`config.mk`:
```
export PLATFORM = sky130hd
export DESIGN_NAME = ssp_port
export DESIGN_NICKNAME = d
export VERILOG_FILES = /design/src/common/ssp_pkg.sv /design/src/hw/ssp_nibble_mux.sv /design/src/hw/ssp_port.sv
export SDC_FILE = /design/constraint.sdc
export NUM_CORES = 1
export LEC_CHECK = 0
export BUFFER_PORTS_ARGS = -buffer_cell sky130_fd_sc_hd__buf_2
export CAP_MARGIN = 10
export CORE_UTILIZATION = 46
export CTS_CLUSTER_SIZE = 40
export DETAILED_ROUTE_END_ITERATION = 7
export PLACE_DENSITY_LB_ADDON = 0.12
export SYNTH_ARGS = -nofsm -noshare
export SYNTH_HDL_FRONTEND = slang
export SYNTH_SLANG_ARGS = --single-unit
```
`constraint.sdc`:
```
create_clock -name sys_clk_i -period 2.25 [get_ports sys_clk_i]
set_clock_uncertainty 0.2 [all_clocks]
set_input_delay 0.45 -clock sys_clk_i [delete_from_list [all_inputs] [get_ports sys_clk_i]]
set_output_delay 0.45 -clock sys_clk_i [all_outputs]
set_load 0.01 [all_outputs]
```
`src/common/ssp_pkg.sv`:
```
//
// Operation
// The port has eight pins, each usable as general-purpose input or output, with one register bit per pin.
// Every bit of the pin data register is cleared to zero on reset.
// A port read returns the stored data bit for each pin whose direction bit is one.
// A port read returns the synchronised pin level for each pin whose direction bit is zero.
// A direction bit of one makes the pin an output and a direction bit of zero makes it an input.
// Direction and data settings only reach a pin while the segment select field gives it to general-purpose use.
// The direction register is write-only and every read of its address returns all ones.
// Every bit of the direction register is cleared to zero on reset, so all pins start as inputs.
// Pins seven to four carry segment outputs n+17 whenever the segment select field is 0110 to 1101; the code floats them instead while standby is set.
// Pins three to zero carry segment outputs m+17 whenever the segment select field is 0101 to 1100; the code floats them instead while standby is set.
// The pins float during reset and in standby and work normally in active and subactive modes.
// A pin in general-purpose output use drives the level held in its data register bit.
//
`default_nettype none

package ssp_pkg;

   // ************************************************
   // widths
   // ************************************************
   localparam int PORT_W = 8;
   localparam int NIB_W  = 4;
   localparam int SEL_W  = 4;
   localparam int ADDR_W = 18;
   localparam int DATA_W = 32;
   localparam int BE_W   = 4;

   // ************************************************
   // register indices and byte addresses
   // ************************************************
   localparam logic [15:0]       DATA_IDX  = 16'hffda;
   localparam logic [15:0]       DIR_IDX   = 16'hffea;
   localparam logic [15:0]       CTRL_IDX  = 16'hffd0;
   localparam logic [ADDR_W-1:0] DATA_ADDR = {DATA_IDX, 2'b00};
   localparam logic [ADDR_W-1:0] DIR_ADDR  = {DIR_IDX, 2'b00};
   localparam logic [ADDR_W-1:0] CTRL_ADDR = {CTRL_IDX, 2'b00};

   // ************************************************
   // control register fields
   // ************************************************
   localparam int CTRL_SEL_POS  = 0;
   localparam int CTRL_STBY_POS = 7;

   // ************************************************
   // reset and fixed read values
   // ************************************************
   localparam logic [PORT_W-1:0] DATA_RST    = 8'h00;
   localparam logic [PORT_W-1:0] DIR_RST     = 8'h00;
   localparam logic [PORT_W-1:0] CTRL_RST    = 8'h00;
   localparam logic [PORT_W-1:0] DIR_READ    = 8'hff;
   localparam logic [PORT_W-1:0] PIN_OUT_RST = 8'h00;
   localparam logic [PORT_W-1:0] OE_N_RST    = 8'hff;
   localparam logic [DATA_W-1:0] UNMAP_READ  = 32'h0000_0000;

   // ************************************************
   // segment select ranges
   // ************************************************
   localparam logic [SEL_W-1:0] HI_SEGMENT_LO = 4'h6;
   localparam logic [SEL_W-1:0] HI_SEGMENT_HI = 4'hd;
   localparam logic [SEL_W-1:0] LO_SEGMENT_LO = 4'h5;
   localparam logic [SEL_W-1:0] LO_SEGMENT_HI = 4'hc;
   localparam int               SEGMENT_FIRST = 17;

endpackage : ssp_pkg

`default_nettype wire

```
`src/hw/ssp_nibble_mux.sv`:
```
`timescale 1ns/1ps
`default_nettype none

module ssp_nibble_mux #(
   parameter logic [ssp_pkg::SEL_W-1:0] SEL_LO = 4'h0,
   parameter logic [ssp_pkg::SEL_W-1:0] SEL_HI = 4'h0
) (
   input  wire logic [ssp_pkg::SEL_W-1:0] segment_sel_i,
   input  wire logic                      standby_i,
   input  wire logic [ssp_pkg::NIB_W-1:0] dir_i,
   input  wire logic [ssp_pkg::NIB_W-1:0] data_i,
   input  wire logic [ssp_pkg::NIB_W-1:0] segment_i,
   output logic                           segment_mode_o,
   output logic      [ssp_pkg::NIB_W-1:0] out_nxt_o,
   output logic      [ssp_pkg::NIB_W-1:0] oe_n_nxt_o
);
   import ssp_pkg::*;

   // ************************************************
   // pin function select
   // ************************************************
   assign segment_mode_o = (segment_sel_i >= SEL_LO) && (segment_sel_i <= SEL_HI);
   // direction and data only count in gpio use
   assign out_nxt_o      = segment_mode_o ? segment_i : data_i;
   // standby beats segment use: the whole nibble floats
   assign oe_n_nxt_o     = standby_i      ? {NIB_W{1'b1}} :
                           segment_mode_o ? {NIB_W{1'b0}} :
                                            ~dir_i;

endmodule : ssp_nibble_mux

`default_nettype wire

```
`src/hw/ssp_port.sv`:
```
`timescale 1ns/1ps
`default_nettype none

module ssp_port (
   input  wire logic                       sys_clk_i,
   input  wire logic                       reset_n_i,
   input  wire logic [ssp_pkg::ADDR_W-1:0] avs_address_i,
   input  wire logic                       avs_read_i,
   input  wire logic                       avs_write_i,
   input  wire logic [ssp_pkg::DATA_W-1:0] avs_writedata_i,
   input  wire logic [ssp_pkg::BE_W-1:0]   avs_byteenable_i,
   output logic      [ssp_pkg::DATA_W-1:0] avs_readdata_o,
   output logic                            avs_waitrequest_o,
   input  wire logic [ssp_pkg::PORT_W-1:0] pin_in_i,
   output logic      [ssp_pkg::PORT_W-1:0] pin_out_o,
   output logic      [ssp_pkg::PORT_W-1:0] pin_oe_n_o,
   input  wire logic [ssp_pkg::PORT_W-1:0] segment_data_i,
   output logic      [ssp_pkg::SEL_W-1:0]  segment_select_field_o,
   output logic                            standby_o
);
   import ssp_pkg::*;

   // ************************************************
   // declarations
   // ************************************************
   logic [PORT_W-1:0] pin_meta_r;
   logic [PORT_W-1:0] pin_sync_r;
   logic [PORT_W-1:0] pin_data_r;
   logic [PORT_W-1:0] pin_dir_r;
   logic [PORT_W-1:0] ctrl_r;
   logic [PORT_W-1:0] pin_out_r;
   logic [PORT_W-1:0] pin_oe_n_r;
   logic [PORT_W-1:0] pin_out_nxt;
   logic [PORT_W-1:0] pin_oe_n_nxt;
   logic [DATA_W-1:0] readdata_r;
   logic [DATA_W-1:0] readdata_nxt;
   logic              rd_done_r;

   wire               sel_data;
   wire               sel_dir;
   wire               sel_ctrl;
   wire               wr_lane0;
   wire               wr_data;
   wire               wr_dir;
   wire               wr_ctrl;
   wire               rd_take;
   wire [SEL_W-1:0]   segment_sel;
   wire               standby;
   wire               hi_segment;
   wire               lo_segment;
   wire [PORT_W-1:0]  port_read;

   // ************************************************
   // address decode
   // ************************************************
   assign sel_data = (avs_address_i == DATA_ADDR);
   assign sel_dir  = (avs_address_i == DIR_ADDR);
   assign sel_ctrl = (avs_address_i == CTRL_ADDR);

   // registers live in byte lane 0 only
   assign wr_lane0 = avs_write_i && avs_byteenable_i[0];
   assign wr_data  = wr_lane0 && sel_data;
   assign wr_dir   = wr_lane0 && sel_dir;
   assign wr_ctrl  = wr_lane0 && sel_ctrl;

   // ************************************************
   // bus handshake
   // ************************************************
   // writes finish at once; reads wait one cycle for registered data
   assign rd_take           = avs_read_i && !rd_done_r;
   assign avs_waitrequest_o = rd_take;
   assign avs_readdata_o    = readdata_r;

   always_ff @(posedge sys_clk_i or negedge reset_n_i) begin
      if (!reset_n_i) begin
         rd_done_r <= 1'b0;
      end else begin
         rd_done_r <= rd_take;
      end
   end

   // ************************************************
   // pin synchroniser
   // ************************************************
   always_ff @(posedge sys_clk_i or negedge reset_n_i) begin
      if (!reset_n_i) begin
         pin_meta_r <= DATA_RST;
         pin_sync_r <= DATA_RST;
      end else begin
         pin_meta_r <= pin_in_i;
         pin_sync_r <= pin_meta_r;
      end
   end

   // ************************************************
   // software registers
   // ************************************************
   always_ff @(posedge sys_clk_i or negedge reset_n_i) begin
      if (!reset_n_i) begin
         pin_data_r <= DATA_RST;
      end else if (wr_data) begin
         pin_data_r <= avs_writedata_i[PORT_W-1:0];
      end
   end

   always_ff @(posedge sys_clk_i or negedge reset_n_i) begin
      if (!reset_n_i) begin
         pin_dir_r <= DIR_RST;
      end else if (wr_dir) begin
         pin_dir_r <= avs_writedata_i[PORT_W-1:0];
      end
   end

   always_ff @(posedge sys_clk_i or negedge reset_n_i) begin
      if (!reset_n_i) begin
         ctrl_r <= CTRL_RST;
      end else if (wr_ctrl) begin
         ctrl_r <= avs_writedata_i[PORT_W-1:0];
      end
   end

   assign segment_sel            = ctrl_r[CTRL_SEL_POS +: SEL_W];
   assign standby                = ctrl_r[CTRL_STBY_POS];
   assign segment_select_field_o = segment_sel;
   assign standby_o              = standby;

   // ************************************************
   // read path
   // ************************************************
   // stored bit for outputs, pin level for inputs
   assign port_read = (pin_dir_r & pin_data_r) | (~pin_dir_r & pin_sync_r);

   assign readdata_nxt = sel_data ? {{(DATA_W-PORT_W){1'b0}}, port_read} :
                         sel_dir  ? {{(DATA_W-PORT_W){1'b0}}, DIR_READ}  :
                         sel_ctrl ? {{(DATA_W-PORT_W){1'b0}}, ctrl_r}    :
                                    UNMAP_READ;

   always_ff @(posedge sys_clk_i or negedge reset_n_i) begin
      if (!reset_n_i) begin
         readdata_r <= UNMAP_READ;
      end else if (rd_take) begin
         readdata_r <= readdata_nxt;
      end
   end

   // ************************************************
   // pin function per nibble
   // ************************************************
   ssp_nibble_mux #(
      .SEL_LO (HI_SEGMENT_LO),
      .SEL_HI (HI_SEGMENT_HI)
   ) u_hi_nibble (
      .segment_sel_i  (segment_sel),
      .standby_i      (standby),
      .dir_i          (pin_dir_r[PORT_W-1:NIB_W]),
      .data_i         (pin_data_r[PORT_W-1:NIB_W]),
      .segment_i      (segment_data_i[PORT_W-1:NIB_W]),
      .segment_mode_o (hi_segment),
      .out_nxt_o      (pin_out_nxt[PORT_W-1:NIB_W]),
      .oe_n_nxt_o     (pin_oe_n_nxt[PORT_W-1:NIB_W])
   );

   ssp_nibble_mux #(
      .SEL_LO (LO_SEGMENT_LO),
      .SEL_HI (LO_SEGMENT_HI)
   ) u_lo_nibble (
      .segment_sel_i  (segment_sel),
      .standby_i      (standby),
      .dir_i          (pin_dir_r[NIB_W-1:0]),
      .data_i         (pin_data_r[NIB_W-1:0]),
      .segment_i      (segment_data_i[NIB_W-1:0]),
      .segment_mode_o (lo_segment),
      .out_nxt_o      (pin_out_nxt[NIB_W-1:0]),
      .oe_n_nxt_o     (pin_oe_n_nxt[NIB_W-1:0])
   );

   // ************************************************
   // pin drivers
   // ************************************************
   // registered so the pads never glitch while the mux settles
   always_ff @(posedge sys_clk_i or negedge reset_n_i) begin
      if (!reset_n_i) begin
         pin_out_r  <= PIN_OUT_RST;
         pin_oe_n_r <= OE_N_RST;
      end else begin
         pin_out_r  <= pin_out_nxt;
         pin_oe_n_r <= pin_oe_n_nxt;
      end
   end

   assign pin_out_o  = pin_out_r;
   assign pin_oe_n_o = pin_oe_n_r;

   // ************************************************
   // assertions
   // ************************************************
   property p_data_write;
      @(posedge sys_clk_i) disable iff (!reset_n_i)
      (avs_write_i && avs_byteenable_i[0] && sel_data)
      |=> (pin_data_r == $past(avs_writedata_i[PORT_W-1:0]));
   endproperty
   a_data_write: assert property (p_data_write)
      else $error("data register missed a write");

   property p_data_reset;
      @(posedge sys_clk_i) disable iff (!reset_n_i)
      !$past(reset_n_i) |-> (pin_data_r == DATA_RST);
   endproperty
   a_data_reset: assert property (p_data_reset)
      else $error("data register not cleared by reset");

   property p_read_output;
      @(posedge sys_clk_i) disable iff (!reset_n_i)
      (avs_read_i && !avs_waitrequest_o && sel_data)
      |-> ((avs_readdata_o[PORT_W-1:0] & $past(pin_dir_r))
           == ($past(pin_data_r) & $past(pin_dir_r)));
   endproperty
   a_read_output: assert property (p_read_output)
      else $error("output pin read not from data register");

   property p_read_input;
      @(posedge sys_clk_i) disable iff (!reset_n_i)
      (avs_read_i && !avs_waitrequest_o && sel_data)
      |-> ((avs_readdata_o[PORT_W-1:0] & ~$past(pin_dir_r))
           == ($past(pin_sync_r) & ~$past(pin_dir_r)));
   endproperty
   a_read_input: assert property (p_read_input)
      else $error("input pin read not from pin level");

   property p_gpio_low;
      @(posedge sys_clk_i) disable iff (!reset_n_i)
      (!standby && !lo_segment)
      |=> (pin_oe_n_o[NIB_W-1:0] == ~$past(pin_dir_r[NIB_W-1:0]))
          && (pin_out_o[NIB_W-1:0] == $past(pin_data_r[NIB_W-1:0]));
   endproperty
   a_gpio_low: assert property (p_gpio_low)
      else $error("low nibble gpio direction or level wrong");

   property p_gpio_high;
      @(posedge sys_clk_i) disable iff (!reset_n_i)
      (!standby && !hi_segment)
      |=> (pin_oe_n_o[PORT_W-1:NIB_W] == ~$past(pin_dir_r[PORT_W-1:NIB_W]))
          && (pin_out_o[PORT_W-1:NIB_W] == $past(pin_data_r[PORT_W-1:NIB_W]));
   endproperty
   a_gpio_high: assert property (p_gpio_high)
      else $error("high nibble gpio direction or level wrong");

   property p_segment_ignores_dir;
      @(posedge sys_clk_i) disable iff (!reset_n_i)
      (!standby && hi_segment && lo_segment) [*2]
      |-> (pin_oe_n_o == {PORT_W{1'b0}});
   endproperty
   a_segment_ignores_dir: assert property (p_segment_ignores_dir)
      else $error("direction register reached a segment pin");

   property p_dir_read;
      @(posedge sys_clk_i) disable iff (!reset_n_i)
      (avs_read_i && !avs_waitrequest_o && sel_dir)
      |-> (avs_readdata_o == {{(DATA_W-PORT_W){1'b0}}, DIR_READ});
   endproperty
   a_dir_read: assert property (p_dir_read)
      else $error("direction read not all ones");

   property p_dir_reset;
      @(posedge sys_clk_i) disable iff (!reset_n_i)
      !$past(reset_n_i) |-> (pin_dir_r == DIR_RST) && (pin_oe_n_o == OE_N_RST);
   endproperty
   a_dir_reset: assert property (p_dir_reset)
      else $error("direction not cleared by reset");

   property p_segment_high;
      @(posedge sys_clk_i) disable iff (!reset_n_i)
      (!standby && (segment_sel >= HI_SEGMENT_LO) && (segment_sel <= HI_SEGMENT_HI))
      |=> (pin_oe_n_o[PORT_W-1:NIB_W] == {NIB_W{1'b0}})
          && (pin_out_o[PORT_W-1:NIB_W] == $past(segment_data_i[PORT_W-1:NIB_W]));
   endproperty
   a_segment_high: assert property (p_segment_high)
      else $error("high nibble not carrying segment data");

   property p_segment_low;
      @(posedge sys_clk_i) disable iff (!reset_n_i)
      (!standby && (segment_sel >= LO_SEGMENT_LO) && (segment_sel <= LO_SEGMENT_HI))
      |=> (pin_oe_n_o[NIB_W-1:0] == {NIB_W{1'b0}})
          && (pin_out_o[NIB_W-1:0] == $past(segment_data_i[NIB_W-1:0]));
   endproperty
   a_segment_low: assert property (p_segment_low)
      else $error("low nibble not carrying segment data");

   property p_standby_float;
      @(posedge sys_clk_i) disable iff (!reset_n_i)
      standby |=> (pin_oe_n_o == {PORT_W{1'b1}});
   endproperty
   a_standby_float: assert property (p_standby_float)
      else $error("pins driven in standby");

   property p_read_wait;
      @(posedge sys_clk_i) disable iff (!reset_n_i)
      (avs_read_i && avs_waitrequest_o) |=> !avs_waitrequest_o;
   endproperty
   a_read_wait: assert property (p_read_wait)
      else $error("read answer later than one wait cycle");

endmodule : ssp_port

`default_nettype wire

```
==> results of run 1 <==
-- power breakdown --
part | internal [mW] | switching (mW)
Combinational | 0.0463 | 0.0716
Clock | 0.602 | 0.420
Sequential | 1.18 | 0.00312
Total | 1.83 | 0.495
-- cell usage in the layout, fill, tap and decap left out, types with 2 or more instances in the layout --
cell type and instances:
a211oi_1 8, a21oi_1 9, buf_2 76, buf_4 8, clkbuf_1 2, clkbuf_8 12
conb_1 24, dfrtp_1 57, dfstp_2 8, dlygate4sd3_1 2, mux2_2 24, mux2_4 8
nand2_1 11, nand2_2 2, nand2b_1 4, nand4_1 2, nor2b_1 8, o21bai_1 8
o31ai_1 8, xnor2_1 2
-- routing by layer --
layer  wire [microns]  up-vias  global-route usage (%)
met5                0        -                       0
met4              150        0                    11.6
met3              311       13                    4.02
met2             2420       76                    28.1
met1             2440      801                    25.6
li1                 -      828                       -
-- path summary, 6_finish.rpt --
path	from	to	depth (start not counted)
max reg2reg	ctrl_r[2]	pin_out_o[2]	3
min	pin_in_i[5]	pin_meta_r[5]	1
min in group asynchronous	reset_n_i	pin_sync_r[0]	3
max in group asynchronous	reset_n_i	pin_oe_n_o[6]	3
max	avs_address_i[1]	pin_dir_r[0]	6
min reg2reg	pin_meta_r[1]	pin_sync_r[1]	0
-- metrics by stage --
step	hold WS, ps	power, mW	setup slack (ps)	setup TNS [ps]	cells
after global routing	3.62	2.42	139	0	367
final	16.4	2.33	212	0	367
after floorplan	-45.6	1.28	68.1	0	225
after CTS	0.381	2.35	224	0	367
after detailed placement	135	1.33	-131	-2310	349
after global placement	131	1.33	-138	-2380	349
-- repair_timing --
item,in CTS,in global routing
setup buffers,0,0
endpoints found under the setup margin,0,0
hold buffers,2,0
endpoints found under the hold margin,58,0
-- sequential cells by signal (all words and copies together) (netlist names) --
name / cells
avs_readdata_o: 8
pin_dir_r: 8
rd_done_r: 1
pin_oe_n_o: 8
pin_out_o: 8
pin_data_r: 8
ctrl_r: 8
pin_meta_r: 8
pin_sync_r: 8
-- cell type report --
cell class / instances / area, sq um / share of cell area, %
Clock buffer: 14 / 173 / 5.13
Clock inverter: 2 / 35.0 / 1.04
Inverter: 1 / 3.75 / 0.112
Multi-Input combinational cell: 126 / 947 / 28.1
Sequential cell: 65 / 1640 / 48.6
Tap cell: 72 / 90.1 / 2.68
Timing Repair Buffer: 87 / 480 / 14.3
-- cell families (layout without fill, tap and decap cells) --
logic type / Yosys count / in the layout / share of synthesized area (%)
AO/OA/AOI/OAI: 34 / 34 / 8.38
multiplexers: 32 / 32 / 14.2
buffers and inverters: 34 / 104 / 9.07
AND/OR/NAND/NOR: 34 / 34 / 7.97
other: 1 / 24 / 0.137
XOR/XNOR: 2 / 2 / 0.638
flip-flops: 65 / 65 / 59.6
-- cells in the mapped netlist --
cell      count  area (sq um)
xnor2_1       2          17.5
or4_4         1          11.3
conb_1        1          3.75
nand4b_1      1          8.76
nand4_1       2          12.5
nand2b_1      4          25.0
buf_1         1          3.75
dfrtp_1      57          1430
nand2_2       2          12.5
buf_4        28           210
clkbuf_1      1          3.75
buf_2         1          5.00
o31ai_1       8          60.1
or2_2         1          6.26
mux2_2       24           270
o21bai_1      8          60.1
nor2b_1       8          50.1
dfstp_2       8           210
nand2_1      11          41.3
buf_6         2          22.5
mux2_4        8           120
inv_1         1          3.75
or4b_4        1          13.8
a21oi_1       9          45.0
a211oi_1      8          60.1
nor4_2        1          12.5
o21ai_0       1          5.00
nor2_1        1          3.75
nor4_4        1          21.3
==> impl_results.md, run 1 <==
* Slew headroom at a little under half
* Fin area at 3370 sq um
* Post-CTS Resized at 0
* Later-pin clock latency in the skew report at ~330 ps
* Status: finished, final reports clean
* Seq/Total Area, Yosys at between 50% and 60%
* Wirelength per Cell at 14.5 microns
* # clock sinks at 65
* Effective utilization at floorplan at 48.7%
* DR vias at 1,718
* Slew @ Worst Pin at 800 ps
* Fin crit period at approximately 2000 ps
* Drt initial violations at ~100
* Clk buf depth at 2
* Post-layout util at 59.7%
* Clk pin slew, worst setup/hold paths at 70 ps
* First-pass DRT Iterations at 4
* H-tree depth at 3
* Remaining DRCs at 0
* Port bufs at 76
* Setup-failing EPs final at 0
* Synth unique cells at 29
* Crit-path slowest cell: or4b_4
* CP Cell Sequence: buf_2 -> or4b_4 -> nor4_4 -> buf_4 -> nand2_2 -> mux2_2
* Final period util at 90.6%
* Average size of a mapped cell at 13.6 sq um
* Peak supply drop at 0.000412 V
* Routed vias/inst at around 4.7
* Family with the most delay on the worst path: simple AND/OR/NAND/NOR gates
* Inserted Clock Buffers at 9
* Largest net degree at the start of global routing at 66
* Final hold violations at 0
* MaxCap Viol Count at 0
* Filler instances at 484
* Area Growth Syn to Fin at 22.6%
* Vias in the first global route at 1,695
* Mapped cell area at ~2700 sq um
* Total wire length at 5320 microns
* Yosys reg bits at 65
* Boundary Pins at 128
* Global placer's final weighted congestion at between 0.6 and 0.7
* Dpl cell area at 3140 sq um
* Share of cells above drive strength 1 at 49.5%
* Pwr Density at 692 nW/um^2
* Global route overflow at 0
* CTS root buffer: clkbuf_8
* Final HPWL DP at around 3600 microns
* Die Y at roughly 79 microns
* Die width at roughly 79 microns
* Max frequency at 491 MHz
* NumNets Final at 364
* Buffer and inverter count on the worst path at 2
* Setup slack, reg-to-reg at 330 ps
* Syn. warnings at 0
* Leakage power at 1.73 nW
* CP max stage delay at about 560 ps
* Cells after synthesis at 202
* Worst min path class: in -> reg
* Crit. End Element: flip-flop
* Initial antenna violation count at 0
* Core area at 5640 sq um
* First-pass GRT wire length at 8540 microns
* RSZ-0062 raised after global routing: false
* All-layer global routing usage at 19.0%
* CTS tree: done
* Arrival time worst endpoint at roughly 2100 ps
* Max-slew violation count at 0
* Routed Antenna Nets at 0
* Die ar. at 6280 sq um
* Cell Rows at 27
* ANT cells at 0
* CP Data Required Time at 2270 ps
* CP Class: in -> reg
* CP max FO at 8
* Crit start category: primary input
(Power assumes the default switching activity.)
==> run 2: changes to the inputs <==
--- a/config.mk
+++ b/config.mk
@@ -11,6 +11,7 @@
 export CTS_CLUSTER_SIZE = 40
 export DETAILED_ROUTE_END_ITERATION = 7
 export PLACE_DENSITY_LB_ADDON = 0.12
+export RECOVER_POWER = 50
 export SYNTH_ARGS = -nofsm -noshare
 export SYNTH_HDL_FRONTEND = slang
 export SYNTH_SLANG_ARGS = --single-unit
==> impl_results.md, run 2 (synthesis results as in run 1) <==
* Status: finished, final reports clean
* Reg2reg end: pin_out_o[2]
* Dpl cell area at about 3100 sq um
* Cell Rows at 27
* CP Class: in -> reg
* Initial antenna violation count at 0
* Routed Antenna Nets at 0
* MaxCap Viol Count at 0
* # clock sinks at 65
* Post-layout util at 59.4%
* Core area at 5640 sq um
* Effective utilization at floorplan at roughly half
* Final period util at 90.4%
* Fin area at 3350 sq um
* Setup slack, reg-to-reg at 340 ps
* CP Depth at 6
* Arrival time worst endpoint at 2060 ps
* Slew @ Worst Pin at 860 ps
* Filler instances at 486
* Final HPWL DP at 3560 microns
* Max frequency at about 490 MHz
* Crit-path slowest cell: or4b_4
* Worst min path class: in -> reg
* Inserted Clock Buffers at 9
* CP Data Required Time at between 2000 and 2500 ps
* Peak supply drop at 0.000412 V
* Crit. End Element: flip-flop
* Hold Crit Start: pin_in_i[5]
* Die Y at 79.3 microns
* Max-slew violation count at 0
* Setup-failing EPs final at 0
* Worst slack, placed at -131 ps
* H-tree depth at 3
* Tot Pwr at between 2 and 2.5 mW
* DR vias at between 1,500 and 2,000
* Clk pin slew, worst setup/hold paths at 70 ps
* Crit start category: primary input
* Total wire length at 5280 microns
* R2R depth at 3
* Routed vias/inst at about 4.7
* Wirelength per Cell at 14.4 microns
* Later-pin clock latency in the skew report at 330 ps
* Fin crit period at 2030 ps
* Remaining DRCs at 0
* CTS tree: done
* Die width at between 70 and 80 microns
* CTS root buffer: clkbuf_8
* First-pass DRT Iterations at 4
* RR Startpoint: ctrl_r[2]
* Family with the most delay on the worst path: simple AND/OR/NAND/NOR gates
* All-layer global routing usage at 19.0%
* Largest net degree at the start of global routing at 66
* Slew headroom at 42.7%
* Drt initial violations at 92
* Crit path to: pin_dir_r[0]
* Vias in the first global route at around 1,700
* Final hold violations at 0
* Die ar. at 6280 sq um
* Area Growth Syn to Fin at 22.1%
* Final hold slack at 16.8 ps
* Pwr Density at 693 nW/um^2
* CP startpoint: avs_address_i[1]
* Boundary Pins at 128
* First-pass GRT wire length at 8540 microns
* Most common cell after layout, fill and taps aside: buf_2
* Fin worst setup slack at about 220 ps
* Share of cells above drive strength 1 at 49.5%
* RSZ-0062 raised after global routing: false
* Setup bufs post-CTS at 0
* Buffer and inverter count on the worst path at 2
* Global placer's final weighted congestion at 0.691
* ANT cells at 0
* Global route overflow at 0
* CP Cell Sequence: buf_2 -> or4b_4 -> nor4_4 -> buf_4 -> nand2_2 -> mux2_2
* Port bufs at 76
* CP max stage delay at 560 ps
* Leakage power at 1.72 nW
* Commonest non-fill, non-tap cells in the layout: buf_2 (76), dfrtp_1 (57), mux2_2 (24), conb_1 (24), clkbuf_8 (12)
* NumNets Final at 364
* Clk buf depth at 2
* CP max FO at 8
run 2: timing repair:
| item | CTS | global route |
|---|---|---|
| resized for setup | 0 | 0 |
| hold endpoints to repair | 58 | 0 |
| hold buffers | 2 | 0 |
run 2: per-layer routing:
metal | global-route usage (%) | part of all wire, %
met3 | 4.02 | 6.1
met1 | 25.6 | 45
met2 | 28.1 | 46
met4 | 11.6 | 2.8
met5 | 0 | 0
run 2: how the worst min path moves through the flow:
stage               cells after the start  slack, ps           endpoint
floorplan                               0        -50  avs_readdata_o[0]
global placement                        0        130      pin_sync_r[3]
detailed placement                      0        130      pin_sync_r[7]
CTS                                     1        0.4      pin_meta_r[5]
global route                            1          4      pin_meta_r[2]
finish                                  1         20      pin_meta_r[5]
run 2: per-stage QoR:
step	instances	setup TNS, ps
2_1_floorplan	225	0
5_1_grt	367	0
4_1_cts	367	0
3_5_place_dp	349	-2310
6_report	367	0
3_3_place_gp	349	-2380
run 2: area by class of cell:
type | count | area (sq um) | area share, %
multi-input cells | 126 | 947 | 28.2
clock buffers | 14 | 173 | 5.15
flip-flops and latches | 65 | 1640 | 48.8
repair buffers | 87 | 468 | 14.0
well taps | 72 | 90.1 | 2.69
clock inverters | 2 | 35.0 | 1.04
inverters | 1 | 3.75 | 0.112
run 2: power by group:
group | leakage, nW | switching, mW | internal [mW]
clock network | 0.107 | 0.418 | 0.602
registers | 0.842 | 0.00316 | 1.18
logic | 0.772 | 0.0706 | 0.0436
total | 1.72 | 0.492 | 1.83
